===== src/ipva_pkg.sv =====
package ipva_pkg;
   // Source counts and field widths
   localparam int NSRC = 45;
   localparam int NPRI = 17;
   localparam int NVW = 23;
   localparam int NIRQ = 4;
   localparam logic [4:0] PRI_IRQ0 = 5'h0d;
   localparam logic [4:0] PRI_NONE = 5'h1f;
   // Register byte offsets
   localparam logic [7:0] OFS_PRI_A = 8'h00;
   localparam logic [7:0] OFS_CTRL = 8'h14;
   localparam logic [7:0] OFS_VBASE = 8'h18;
   localparam logic [7:0] OFS_STAT = 8'h1c;
   localparam logic [7:0] OFS_MASK = 8'h20;
   localparam logic [7:0] OFS_WIN = 8'h24;
   localparam logic [7:0] OFS_VEC0 = 8'h40;
   // Control word bits
   localparam int CTRL_EXT_MODE = 0;
   localparam int CTRL_VEC_MODE = 1;
   // Status bits: system, external, peripheral accepted
   localparam int ST_SYS = 0;
   localparam int ST_EXT = 1;
   localparam int ST_PER = 2;
   // Fixed levels and vectors
   localparam logic [4:0] LVL_NMI = 5'h10;
   localparam logic [4:0] LVL_SYS = 5'h0f;
   localparam logic [3:0] MASK_TOP = 4'hf;
   localparam logic [7:0] VEC_NMI = 8'h0b;
   localparam logic [7:0] VEC_BRK = 8'h0c;
   localparam logic [7:0] VEC_DBG = 8'h0d;
   localparam logic [7:0] VEC_AUTO = 8'h40;
   // Priority field of each register nibble, high nibble first
   localparam logic [4:0] PRI_MAP [0:4][0:3] = '{
      '{5'h00, 5'h01, 5'h02, 5'h1f},
      '{5'h03, 5'h04, 5'h1f, 5'h1f},
      '{5'h0d, 5'h0e, 5'h0f, 5'h10},
      '{5'h05, 5'h06, 5'h07, 5'h08},
      '{5'h09, 5'h0a, 5'h0b, 5'h0c}};
   // Priority field shared by each peripheral source, default order
   localparam logic [3:0] SRC_GRP [0:44] = '{
      4'h0, 4'h1, 4'h1, 4'h2, 4'h2, 4'h3, 4'h3, 4'h3, 4'h3,
      4'h4, 4'h4, 4'h4, 4'h5, 4'h5, 4'h5, 4'h5, 4'h5,
      4'h6, 4'h6, 4'h6, 4'h6, 4'h7, 4'h7, 4'h7, 4'h7,
      4'h8, 4'h8, 4'h8, 4'h8, 4'h9, 4'h9, 4'h9, 4'h9,
      4'ha, 4'ha, 4'ha, 4'ha, 4'hb, 4'hb, 4'hb, 4'hb,
      4'hc, 4'hc, 4'hc, 4'hc};
   typedef enum logic [1:0] {CLS_NONE, CLS_SYS, CLS_EXT, CLS_PER}
      ipva_cls_t;
   // Request bundle towards the core
   typedef struct packed {
      logic req;
      logic ext_fetch;
      logic [3:0] new_mask;
      logic [7:0] vector;
      logic [31:0] table_addr;
   } ipva_core_t;
endpackage

===== src/ipva_arbiter.sv =====
`timescale 1ns/10ps
// Behaviour
// - Accept requests from thirteen peripheral kinds
// - Each peripheral source has own vector
// - 4-bit priority per module and line
// - Accepted level becomes new mask level, 15 for level 16
// - Table address is base plus vector*4
// - Encoded levels fixed at 15 to 1
// - External fetch vector limited to 0-127
// - Shared field sources ranked fixed order
// - Reset sets all peripheral priorities zero
// - Equal levels resolved by default ranking
// - Mode bit selects encoded or lines
// - Seven-bit vector fields at 14-8, 6-0
// - Refresh match shares watchdog field, ranks below
// - Encoded auto vectors 71 down to 64, paired; lines 64 to 67
// - Level zero is never accepted
// - Non-maskable is level 16, always taken
module ipva_arbiter #(
   parameter int NUM_PERIPH = 45
) (
   input wire logic pclk,
   input wire logic presetn,
   input wire logic psel,
   input wire logic penable,
   input wire logic pwrite,
   input wire logic [7:0] paddr,
   input wire logic [31:0] pwdata,
   output logic [31:0] prdata,
   output logic pready,
   output logic pslverr,
   input wire logic nmi_req,
   input wire logic break_req,
   input wire logic debug_req,
   input wire logic [3:0] ext_pin_n,
   input wire logic [7:0] ext_vector,
   input wire logic [NUM_PERIPH-1:0] periph_req,
   input wire logic [3:0] core_mask_level,
   input wire logic core_ack,
   output ipva_pkg::ipva_core_t core_o,
   output logic irq
);

   if (NUM_PERIPH != ipva_pkg::NSRC)
   begin : g_chk
      $error("NUM_PERIPH must match the source table");
   end

   // Whole state of the block
   typedef struct packed {
      logic [ipva_pkg::NPRI-1:0][3:0] pri;
      logic [ipva_pkg::NSRC-1:0][6:0] vec;
      logic ext_mode;
      logic vec_mode;
      logic [31:0] vbase;
      logic [2:0] stat;
      logic [2:0] msk;
      logic [3:0] s1;
      logic [3:0] s2;
      logic [3:0] s3;
      logic [3:0] pins;
      logic rdy;
      logic err;
      logic [31:0] rdata;
      logic req;
      logic [4:0] lvl;
      logic [7:0] vec_o;
      logic [3:0] nmask;
      logic [31:0] addr;
      logic extf;
      ipva_pkg::ipva_cls_t cls;
   } ipva_state_t;

   ipva_state_t st_q;
   ipva_state_t st_d;
   logic acc;
   logic wr;
   logic hit;
   logic [31:0] rd;
   logic [2:0] clr;
   logic [2:0] set;
   logic [4:0] bl;
   logic [7:0] bv;
   logic bx;
   ipva_pkg::ipva_cls_t bc;
   logic [3:0] lvx;
   logic [4:0] pidx;
   logic [5:0] vi;

   // Next state: bus slave, pin filter, arbitration
   always_comb
   begin
      st_d = st_q;
      acc = psel & penable;
      wr = acc & pwrite & st_q.rdy;
      hit = 1'b0;
      rd = '0;
      clr = '0;
      set = '0;
      bl = '0;
      bv = '0;
      bx = 1'b0;
      bc = ipva_pkg::CLS_NONE;
      lvx = '0;
      pidx = '0;
      vi = '0;

      // Pin synchroniser; a change counts once stages agree
      st_d.s1 = ~ext_pin_n;
      st_d.s2 = st_q.s1;
      st_d.s3 = st_q.s2;
      if (st_q.s2 == st_q.s3)
      begin
         st_d.pins = st_q.s3;
      end

      // priority fields, reserved nibbles read zero
      for (int r = 0; r < 5; r++)
      begin
         if (paddr == ipva_pkg::OFS_PRI_A + 8'(4 * r))
         begin
            hit = 1'b1;
            for (int n = 0; n < 4; n++)
            begin
               pidx = ipva_pkg::PRI_MAP[r][n];
               if (pidx != ipva_pkg::PRI_NONE)
               begin
                  rd[15-4*n -: 4] = st_q.pri[pidx];
                  if (wr)
                  begin
                     st_d.pri[pidx] = pwdata[15-4*n -: 4];
                  end
               end
            end
         end
      end

      // vector words: source 2k-1 high, source 2k low
      // so watchdog interval and refresh share one word
      for (int k = 0; k < ipva_pkg::NVW; k++)
      begin
         if (paddr == ipva_pkg::OFS_VEC0 + 8'(4 * k))
         begin
            hit = 1'b1;
            vi = 6'(2 * k);
            rd[6:0] = st_q.vec[vi];
            if (wr)
            begin
               st_d.vec[vi] = pwdata[6:0];
            end
            // Word 0 holds the divider alone, its high field reads zero
            if (k > 0)
            begin
               rd[14:8] = st_q.vec[vi - 6'h01];
               if (wr)
               begin
                  st_d.vec[vi - 6'h01] = pwdata[14:8];
               end
            end
         end
      end

      // Control, base, status, mask and winner words
      case (paddr)
         ipva_pkg::OFS_CTRL:
         begin
            hit = 1'b1;
            rd[ipva_pkg::CTRL_EXT_MODE] = st_q.ext_mode;
            rd[ipva_pkg::CTRL_VEC_MODE] = st_q.vec_mode;
            if (wr)
            begin
               st_d.ext_mode = pwdata[ipva_pkg::CTRL_EXT_MODE];
               st_d.vec_mode = pwdata[ipva_pkg::CTRL_VEC_MODE];
            end
         end
         ipva_pkg::OFS_VBASE:
         begin
            hit = 1'b1;
            rd = st_q.vbase;
            if (wr)
            begin
               st_d.vbase = pwdata;
            end
         end
         ipva_pkg::OFS_STAT:
         begin
            hit = 1'b1;
            rd[2:0] = st_q.stat;
            if (wr)
            begin
               clr = pwdata[2:0];
            end
         end
         ipva_pkg::OFS_MASK:
         begin
            hit = 1'b1;
            rd[2:0] = st_q.msk;
            if (wr)
            begin
               st_d.msk = pwdata[2:0];
            end
         end
         ipva_pkg::OFS_WIN:
         begin
            hit = 1'b1;
            rd = {st_q.req, 2'b00, st_q.lvl, 8'h00,
               st_q.vec_o, 4'h0, st_q.nmask};
         end
         default:
         begin
            rd = rd;
         end
      endcase

      // Answer one cycle into the access phase
      st_d.rdy = acc & ~st_q.rdy;
      if (acc & ~st_q.rdy)
      begin
         st_d.rdata = rd;
         st_d.err = ~hit;
      end

      // Start at the core mask so only higher levels win
      // strictly above the mask
      bl = {1'b0, core_mask_level};
      // level 16 beats any 4-bit mask
      if (nmi_req && ipva_pkg::LVL_NMI > bl)
      begin
         bl = ipva_pkg::LVL_NMI;
         bv = ipva_pkg::VEC_NMI;
         bc = ipva_pkg::CLS_SYS;
      end
      // strict compare keeps the earlier source on ties
      if (break_req && ipva_pkg::LVL_SYS > bl)
      begin
         bl = ipva_pkg::LVL_SYS;
         bv = ipva_pkg::VEC_BRK;
         bc = ipva_pkg::CLS_SYS;
      end
      if (debug_req && ipva_pkg::LVL_SYS > bl)
      begin
         bl = ipva_pkg::LVL_SYS;
         bv = ipva_pkg::VEC_DBG;
         bc = ipva_pkg::CLS_SYS;
      end

      // external requests follow the selected mode
      if (!st_q.ext_mode)
      begin
         // encoded level is the fixed priority
         lvx = st_q.pins;
         if ({1'b0, lvx} > bl)
         begin
            bl = {1'b0, lvx};
            // adjacent level pairs share one vector
            bv = ipva_pkg::VEC_AUTO + {5'h00, lvx[3:1]};
            bc = ipva_pkg::CLS_EXT;
         end
      end
      else
      begin
         for (int i = 0; i < ipva_pkg::NIRQ; i++)
         begin
            pidx = ipva_pkg::PRI_IRQ0 + 5'(i);
            if (st_q.pins[i] && {1'b0, st_q.pri[pidx]} > bl)
            begin
               bl = {1'b0, st_q.pri[pidx]};
               bv = ipva_pkg::VEC_AUTO + 8'(i);
               bc = ipva_pkg::CLS_EXT;
            end
         end
      end

      // fetched vector keeps only seven bits
      if (bc == ipva_pkg::CLS_EXT && st_q.vec_mode)
      begin
         bx = 1'b1;
         bv = {1'b0, ext_vector[6:0]};
      end

      // same field resolved by index, refresh after interval
      for (int i = 0; i < ipva_pkg::NSRC; i++)
      begin
         lvx = st_q.pri[ipva_pkg::SRC_GRP[i]];
         // level zero never exceeds the mask
         if (periph_req[i] && {1'b0, lvx} > bl)
         begin
            bl = {1'b0, lvx};
            // own vector, top bit always clear
            bv = {1'b0, st_q.vec[i]};
            bx = 1'b0;
            bc = ipva_pkg::CLS_PER;
         end
      end

      st_d.req = bc != ipva_pkg::CLS_NONE;
      st_d.lvl = bl;
      st_d.vec_o = bv;
      st_d.extf = bx;
      st_d.cls = bc;
      // new mask is the accepted level, top at 15
      st_d.nmask = bl[4] ? ipva_pkg::MASK_TOP : bl[3:0];
      st_d.addr = st_q.vbase + {22'h0, bv, 2'b00};

      // Acceptance events; a set beats a same-cycle clear
      if (core_ack && st_q.req)
      begin
         case (st_q.cls)
            ipva_pkg::CLS_SYS: set[ipva_pkg::ST_SYS] = 1'b1;
            ipva_pkg::CLS_EXT: set[ipva_pkg::ST_EXT] = 1'b1;
            ipva_pkg::CLS_PER: set[ipva_pkg::ST_PER] = 1'b1;
            default: set = '0;
         endcase
      end
      st_d.stat = (st_q.stat & ~clr) | set;
   end

   // State register
   // reset clears all priority fields
   always_ff @(posedge pclk or negedge presetn)
   begin
      if (!presetn)
      begin
         st_q <= '0;
      end
      else
      begin
         st_q <= st_d;
      end
   end

   // Outputs straight from state
   assign prdata = st_q.rdata;
   assign pready = st_q.rdy;
   assign pslverr = st_q.rdy & st_q.err;
   assign irq = |(st_q.stat & st_q.msk);
   assign core_o.req = st_q.req;
   assign core_o.ext_fetch = st_q.extf;
   assign core_o.new_mask = st_q.nmask;
   assign core_o.vector = st_q.vec_o;
   assign core_o.table_addr = st_q.addr;
endmodule


===== config.mk =====
export PLATFORM = sky130hd
export DESIGN_NAME = ipva_arbiter
export DESIGN_NICKNAME = d
export VERILOG_FILES = /design/src/ipva_pkg.sv /design/src/ipva_arbiter.sv
export SDC_FILE = /design/constraint.sdc
export NUM_CORES = 1
export LEC_CHECK = 0
export BUFFER_PORTS_ARGS = -buffer_cell sky130_fd_sc_hd__buf_2
export CELL_PAD_IN_SITES_DETAIL_PLACEMENT = 0
export CELL_PAD_IN_SITES_GLOBAL_PLACEMENT = 2
export CORE_ASPECT_RATIO = 0.75
export CORE_UTILIZATION = 36
export DETAILED_ROUTE_END_ITERATION = 16
export PLACE_DENSITY_LB_ADDON = 0.1
export SKIP_CTS_REPAIR_TIMING = 1
export SLEW_MARGIN = 0
export SYNTH_ARGS = -nofsm -noshare
export SYNTH_HDL_FRONTEND = slang
export SYNTH_SLANG_ARGS = --single-unit

===== constraint.sdc =====
create_clock -name pclk -period 72.8 [get_ports pclk]
set_input_delay 18.2 -clock pclk [delete_from_list [all_inputs] [get_ports pclk]]
set_output_delay 18.2 -clock pclk [all_outputs]
set_load 0.01 [all_outputs]

==> key figures, run 1 <==
Finish
  – P&R area growth vs syn: 33.2%
  – Fill cell total of the finished layout: 9332
  – Final design utilization: 48.4%
  – Fin cells: 5906
  – Nets@finish: 4750
  – Layout cells sized above 1: 44.6%

Drt
  – Vias after detailed routing: 34900
  – Starting DRC count in detailed routing: 3539
  – Post-route ant nets: 0
  – Routed length per instance: 27.2 um
  – TritonRoute pass-1 iters: 8
  – # DRC: 0
  – Vias per cell: 5.91
  – Total wire length: 160000 um

Synthesis
  – Synth Area per Inst: 9.49 um^2
  – Synth Area in XOR/XNOR: 1.04%
  – Top cells by area, synth: dfrtp_1 37%, mux2_2 15%, ha_1 4.1%
  – Synthesized area: 0.0360 mm^2
  – Post-synthesis mux area share: 17.9%
  – Synth unique cells: 130
  – Synth Area in Compound Gates: 21.0%
  – Asr flop ratio synth: 100%
  – Flops & latches, synth: 525
  – Ys flop type: dfrtp_1
  – Mapped Nets: 4019
  – Number of flops mapped to enable cells by yosys: 0
  – Synth Warn #: 0
  – Synth area leader: dfrtp_1
  – Post-Synth Simple-Gate Area: 13.3%
  – Post-synthesis adder-cell area fraction: 4.56%
  – Largest family of logic cells by synthesized area: compound AO/OA/AOI/OAI gates
  – Part of the Yosys area used for sequential elements: 36.5%
  – Post-synth top area share: 36.5%
  – Post-synthesis cell count: 3789

Clocking
  – Max Buffers Root-to-Sink: 3
  – TritonCTS clock tree: built
  – CTS clk-pin slew, worst paths: 0.06 ns
  – TritonCTS buffer count: 60
  – H-tree depth: 2
  – CTS Root Cell: clkbuf_16
  – Clk sink count: 525
  – Skew-Pair Late Insertion Delay: 0.68 ns

Floorplanning
  – Ports: 191
  – Die width: 367 um
  – Die ar.: 0.101 mm^2
  – Initial Utilization: 36.3%
  – Die Ht: 276 um
  – Core Area: 0.0991 mm^2
  – Std-Cell Rows: 100

Setup path
  – Slowest stage cell, crit path: or4_4
  – Worst reg2reg path startpoint: st_q[513]$_DFFE_PN0P_
  – Critical path class: input pin to flop
  – CP dominant cell by count: ha_4
  – Critical path arrival: 83.29 ns
  – Reg-to-reg critical path endpoint: core_o[14]$_DFF_PN0_
  – Worst setup EP type: flop
  – CP max stage delay: 0.57 ns
  – Worst setup SP type: input pin
  – Reg2reg path depth: 355
  – R2R setup slack: 7.48 ns
  – Req. time, crit path: 73.36 ns
  – CP Max Fanout: 5

STA
  – Final number of setup-violating endpoints: 49
  – Max Slew Vio Count: 0
  – Final worst slack: -9.93 ns
  – RSZ-0062 raised after global routing: true
  – Fmax: 12.1 MHz
  – Min cycle time layout: 82.73 ns
  – Hold Violations, Final: 0
  – Crit share post-route: 114%
  – Relative slew slack: 20.3%
  – Worst slew pin tran: 1.19 ns
  – Max Clock Skew: 0.0285 ns

Worst hold path
  – HP Class: flop to flop
  – Worst Hold End: st_d[93]$_DFF_PN0_
  – Hold Path Origin: st_d[97]$_DFF_PN0_
  – Worst Hold Path Cells: 0

GRT
  – Initial antenna violation count: 15
  – Largest net degree at the start of global routing: 156
  – Overflow left after global routing: 0
  – First-pass GRT wire length: 230000 um
  – GRT Total Usage: 30.5%
  – Vias in the first global route: 33400

Outcome
  – Failing checks: negative setup slack
  – Run status: finished, violations left

Placement
  – Placer Congestion: 0.951
  – Port-buffer cells: 188
  – Pre-CTS setup slack: -12.74 ns
  – Post-DP HPWL: 119000 um
  – Placed instance count: 5671

Run
  – Max-cap violations: 0
-- cell usage in the layout (no fill, tap or decap), types with 16 or more instances in the layout --
cell type	count
a22oi_1	72
buf_2	183
inv_1	114
a21oi_1	176
mux2_4	41
a222oi_1	28
nor2b_1	32
dfrtp_1	525
and2_1	25
mux2_2	446
buf_4	760
nor2_1	256
o21ai_1	21
nor3_1	31
o21ai_2	26
nand3_1	86
nand2b_1	22
a31oi_1	24
mux2i_1	83
nand4_1	34
inv_2	22
nor2b_4	18
a211oi_2	16
ha_1	58
o211ai_1	65
a211oi_1	26
a221oi_1	56
nand2_1	313
a21oi_2	48
ha_4	54
a211o_1	25
nor3_2	16
clkbuf_16	60
a22o_1	34
o21ai_0	144
nand2_2	28
a21o_1	20
-- cell type report --
cell class | count | area, um^2 | area share, %
well taps | 1326 | 1660 | 3.46
inverters | 153 | 619 | 1.29
flip-flops and latches | 525 | 13100 | 27.4
multi-input cells | 2817 | 23500 | 49.1
clock inverters | 26 | 333 | 0.695
diodes | 10 | 25.0 | 0.0522
repair buffers | 963 | 6880 | 14.3
clock buffers | 86 | 1740 | 3.63
-- cells by family (layout without fill, tap and decap cells) --
family                     Yosys count  in the layout
DFF                                525            525
and+or+nand+nor                   1023           1023
muxes                              580            580
adders and majority gates          133            133
xor gates and xnor gates            42             42
buffers and inverters              447           1228
other                                1             11
AOI/OAI and AO/OA                 1038           1038
-- routing by layer --
layer | vias to the layer above | global-route usage [%] | part of all wire [%]
li1 | 15500 | - | -
met1 | 17700 | 44.9 | 47
met2 | 1400 | 44.7 | 42
met3 | 260 | 6.51 | 8.6
met4 | 18 | 7.87 | 2.9
met5 | - | 0 | 0.072
-- synthesized netlist by cell type, drive strengths merged (9+ instances only) --
cell and n:
mux2i 90, nand2b 27, o2111ai 10, nor3 52, xnor2 30, nand2 354
dfrtp 525, mux2 490, o22ai 9, a222oi 28, o221ai 15, o21a 13
o31ai 16, and3 20, a21oi 233, clkbuf 161, nor2b 51, a2111oi 9
o21ai 199, o211ai 70, o31a 9, nand4 35, ha 119, a31oi 30
a41oi 9, a21o 20, nor2 277, nor4 14, a21boi 13, o211a 16
or2 18, inv 152, nand3 97, a22o 34, a221oi 65, xor2 12
buf 133, and2 29, a211oi 49, a211o 25, maj3 13, a22oi 73
-- worst max-delay path: cells and delay by family --
family | cells | cell delay, ns
AOI/OAI and AO/OA | 136 | 24.78
xor gates and xnor gates | 2 | 0.29
adders and majority gates | 51 | 12.38
buffers and inverters | 38 | 2.90
muxes | 36 | 11.07
and+or+nand+nor | 93 | 13.49
-- registers in the layout, indices dropped and copies added (netlist names) --
signal,flops
pready,1
lvx,4
st_d,8
prdata,32
core_o,45
st_q,435
-- how the worst max path moves through the flow --
stage                            start              endpoint  slack (ns)  cells after the start
global placement    core_mask_level[3]  core_o[30]$_DFF_PN0_      -11.70                    354
detailed placement           break_req  core_o[30]$_DFF_PN0_      -12.74                    356
finish                       debug_req  core_o[14]$_DFF_PN0_       -9.93                    356
global route                 debug_req  core_o[14]$_DFF_PN0_      -12.72                    363
floorplan                      nmi_req  core_o[14]$_DFF_PN0_      -11.77                    374
CTS                          break_req  core_o[30]$_DFF_PN0_      -12.40                    355
-- through the flow --
step | cell area [um^2] | hold slack [ns] | TNS [ns]
2_1_floorplan | 37700 | 0.331 | -532.54
3_3_place_gp | 43600 | 0.334 | -536.24
3_5_place_dp | 43600 | 0.337 | -587.80
4_1_cts | 45700 | 0.350 | -571.50
5_1_grt | 47900 | 0.356 | -585.42
6_report | 47900 | 0.349 | -450.46
Power of run 1 is left out: the tool's default activity adds up to more than one toggle a clock period on the data nets, which glitch-free logic cannot reach.
==> inputs of run 2 (changes only) <==
- CORE_MARGIN: unset -> 2
- TNS_END_PERCENT: unset -> 10
==> key figures, run 2 (synthesis gave the netlist of run 1 again) <==
Outcome
  – Run status: finished, violations left (unchanged)
  – Failing checks: negative setup slack (unchanged)

STA
  – Relative slew slack: 21.1% (was 20.3%)
  – Worst hold slack: 0.358 ns (was 0.349 ns)
  – Fmax: 12.0 MHz (was 12.1 MHz)
  – Max Clock Skew: 0.0388 ns (was 0.0285 ns)
  – Hold Violations, Final: 0 (unchanged)
  – Max Slew Vio Count: 0 (unchanged)
  – Final number of setup-violating endpoints: 49 (unchanged)
  – Final worst slack: -10.41 ns (was -9.93 ns)
  – RSZ-0062 raised after global routing: true (unchanged)
  – Worst slew pin tran: 1.18 ns (was 1.19 ns)
  – Min cycle time layout: 83.21 ns (was 82.73 ns)
  – Crit share post-route: 114% (about the same)

Finish
  – Nets@finish: 4772 (was 4750)
  – Layout cells sized above 1: 45.0% (was 44.6%)
  – Fill cell total of the finished layout: 9373 (was 9332)
  – Fin cells: 5924 (was 5906)
  – Most common cell after layout, fill and taps aside: buf_4 (unchanged)
  – Max reg flops: 435 (unchanged)
  – Largest register by flop count: st_q (unchanged)
  – P&R area growth vs syn: 33.9% (was 33.2%)
  – Most frequent cells in the layout: 781 x buf_4, 525 x dfrtp_1, 444 x mux2_2 (was 760 x buf_4, 525 x dfrtp_1, 446 x mux2_2)

GRT
  – Vias in the first global route: 33900 (was 33400)
  – GRT Total Usage: 30.3% (was 30.5%)
  – First-pass GRT wire length: 232000 um (was 230000 um)
  – Largest net degree at the start of global routing: 97 (was 156)
  – Overflow left after global routing: 0 (unchanged)
  – Initial antenna violation count: 19 (was 15)

Floorplanning
  – Die Ht: 278 um (was 276 um)
  – Core Area: 0.0991 mm^2 (unchanged)
  – Initial Utilization: 36.3% (unchanged)
  – Die ar.: 0.102 mm^2 (was 0.101 mm^2)
  – Ports: 191 (unchanged)
  – Die width: 369 um (was 367 um)
  – Std-Cell Rows: 100 (unchanged)

Clocking
  – Max Buffers Root-to-Sink: 3 (unchanged)
  – CTS Root Cell: clkbuf_16 (unchanged)
  – TritonCTS clock tree: built (unchanged)
  – H-tree depth: 2 (unchanged)
  – Skew-Pair Late Insertion Delay: 0.68 ns (about the same)
  – TritonCTS buffer count: 59 (was 60)
  – Clk sink count: 525 (unchanged)
  – CTS clk-pin slew, worst paths: 0.07 ns (was 0.06 ns)

Placement
  – Port-buffer cells: 188 (unchanged)
  – Placer Congestion: 0.977 (was 0.951)
  – Post-DP HPWL: 120000 um (was 119000 um)
  – Placed instance count: 5681 (was 5671)

Setup path
  – R2R setup slack: 7.00 ns (was 7.48 ns)
  – CP dominant cell by count: ha_4 (unchanged)
  – Critical path arrival: 83.78 ns (was 83.29 ns)
  – CP Max Fanout: 5 (unchanged)
  – Crit path buf inv count: 36 (was 38)
  – Slowest stage cell, crit path: or4_4 (unchanged)
  – Crit path max-delay family: compound AO/OA/AOI/OAI gates (unchanged)
  – CP max stage delay: 0.55 ns (was 0.57 ns)
  – Worst setup SP type: input pin (unchanged)
  – Worst reg2reg path startpoint: st_q[510]$_DFFE_PN0P_ (was st_q[513]$_DFFE_PN0P_)
  – Req. time, crit path: 73.37 ns (was 73.36 ns)
  – Worst setup EP type: flop (unchanged)
  – Beginning of the critical path: debug_req (unchanged)
  – Critical path class: input pin to flop (unchanged)

Drt
  – Starting DRC count in detailed routing: 3750 (was 3539)
  – Vias after detailed routing: 35000 (was 34900)
  – Vias per cell: 5.90 (was 5.91)
  – Post-route ant nets: 0 (unchanged)
  – # DRC: 0 (unchanged)
  – Routed length per instance: 27.2 um (about the same)
  – Total wire length: 161000 um (was 160000 um)
  – TritonRoute pass-1 iters: 7 (was 8)

Worst hold path
  – HP Class: flop to flop (unchanged)
  – Hold Path Origin: st_d[96]$_DFF_PN0_ (was st_d[97]$_DFF_PN0_)

Run
  – Max-cap violations: 0 (unchanged)
run 2: cell count changes in the layout (fill, tap and decap cells not counted), moves of 5 or more:
cell,before,now
a21oi_2,48,43
o21ai_1,21,15
nor2_2,10,16
diode_2,10,5
clkinv_2,12,17
xnor2_1,15,22
buf_4,760,781
clkbuf_1,12,4
xnor2_2,14,7
run 2: through the flow:
step | setup WS [ns] | setup TNS (ns) | util, % | cell area (um^2)
final | -10.41 | -470.69 | 48.6 | 48200
after global routing | -13.20 | -607.43 | 48.6 | 48100
after CTS | -12.33 | -563.16 | 46.2 | 45800
after detailed placement | -12.68 | -579.43 | 44.1 | 43700
after global placement | -11.59 | -528.58 | 44.1 | 43700
after floorplan | -11.81 | -533.97 | - | 37600
run 2: final timing paths:
path	endpoint	depth (start not counted)
max in group asynchronous	st_q[389]$_DFFE_PN0P_	3
max reg2reg	core_o[12]$_DFF_PN0_	348
max	core_o[12]$_DFF_PN0_	351
min reg2reg	st_d[92]$_DFF_PN0_	0
min	st_d[92]$_DFF_PN0_	0
min in group asynchronous	st_q[137]$_DFFE_PN0P_	1
run 2: worst reg2reg max path: cells and delay by family, from the launching register on:
| family | cells | cell delay, ns |
|---|---|---|
| buf+inv | 35 | 2.62 |
| fa+ha+maj | 52 | 12.10 |
| simple gates | 88 | 13.29 |
| flops | 1 | 0.43 |
| mux | 43 | 13.25 |
| xor+xnor | 2 | 0.28 |
| compound gates | 128 | 23.82 |
run 2: area by class of cell:
class / count / area [um^2] / area share (%)
flip-flops and latches: 525 / 13100 / 27.3
multi-input cells: 2817 / 23600 / 48.9
well taps: 1326 / 1660 / 3.45
inverters: 153 / 614 / 1.28
clock inverters: 37 / 474 / 0.985
diodes: 5 / 12.5 / 0.0260
repair buffers: 986 / 7040 / 14.6
clock buffers: 75 / 1660 / 3.44
run 2: layer usage:
layer	vias to the layer above	part of all wire [%]	GRT usage, %	wire (um)
met1	17800	46	44.7	74200
met5	-	0.071	0	114
li1	15600	-	-	-
met3	211	9.1	7.19	14600
met2	1411	42	44.4	68400
met4	18	2.5	7.03	4060
Power of run 2 is left out for the same reason.
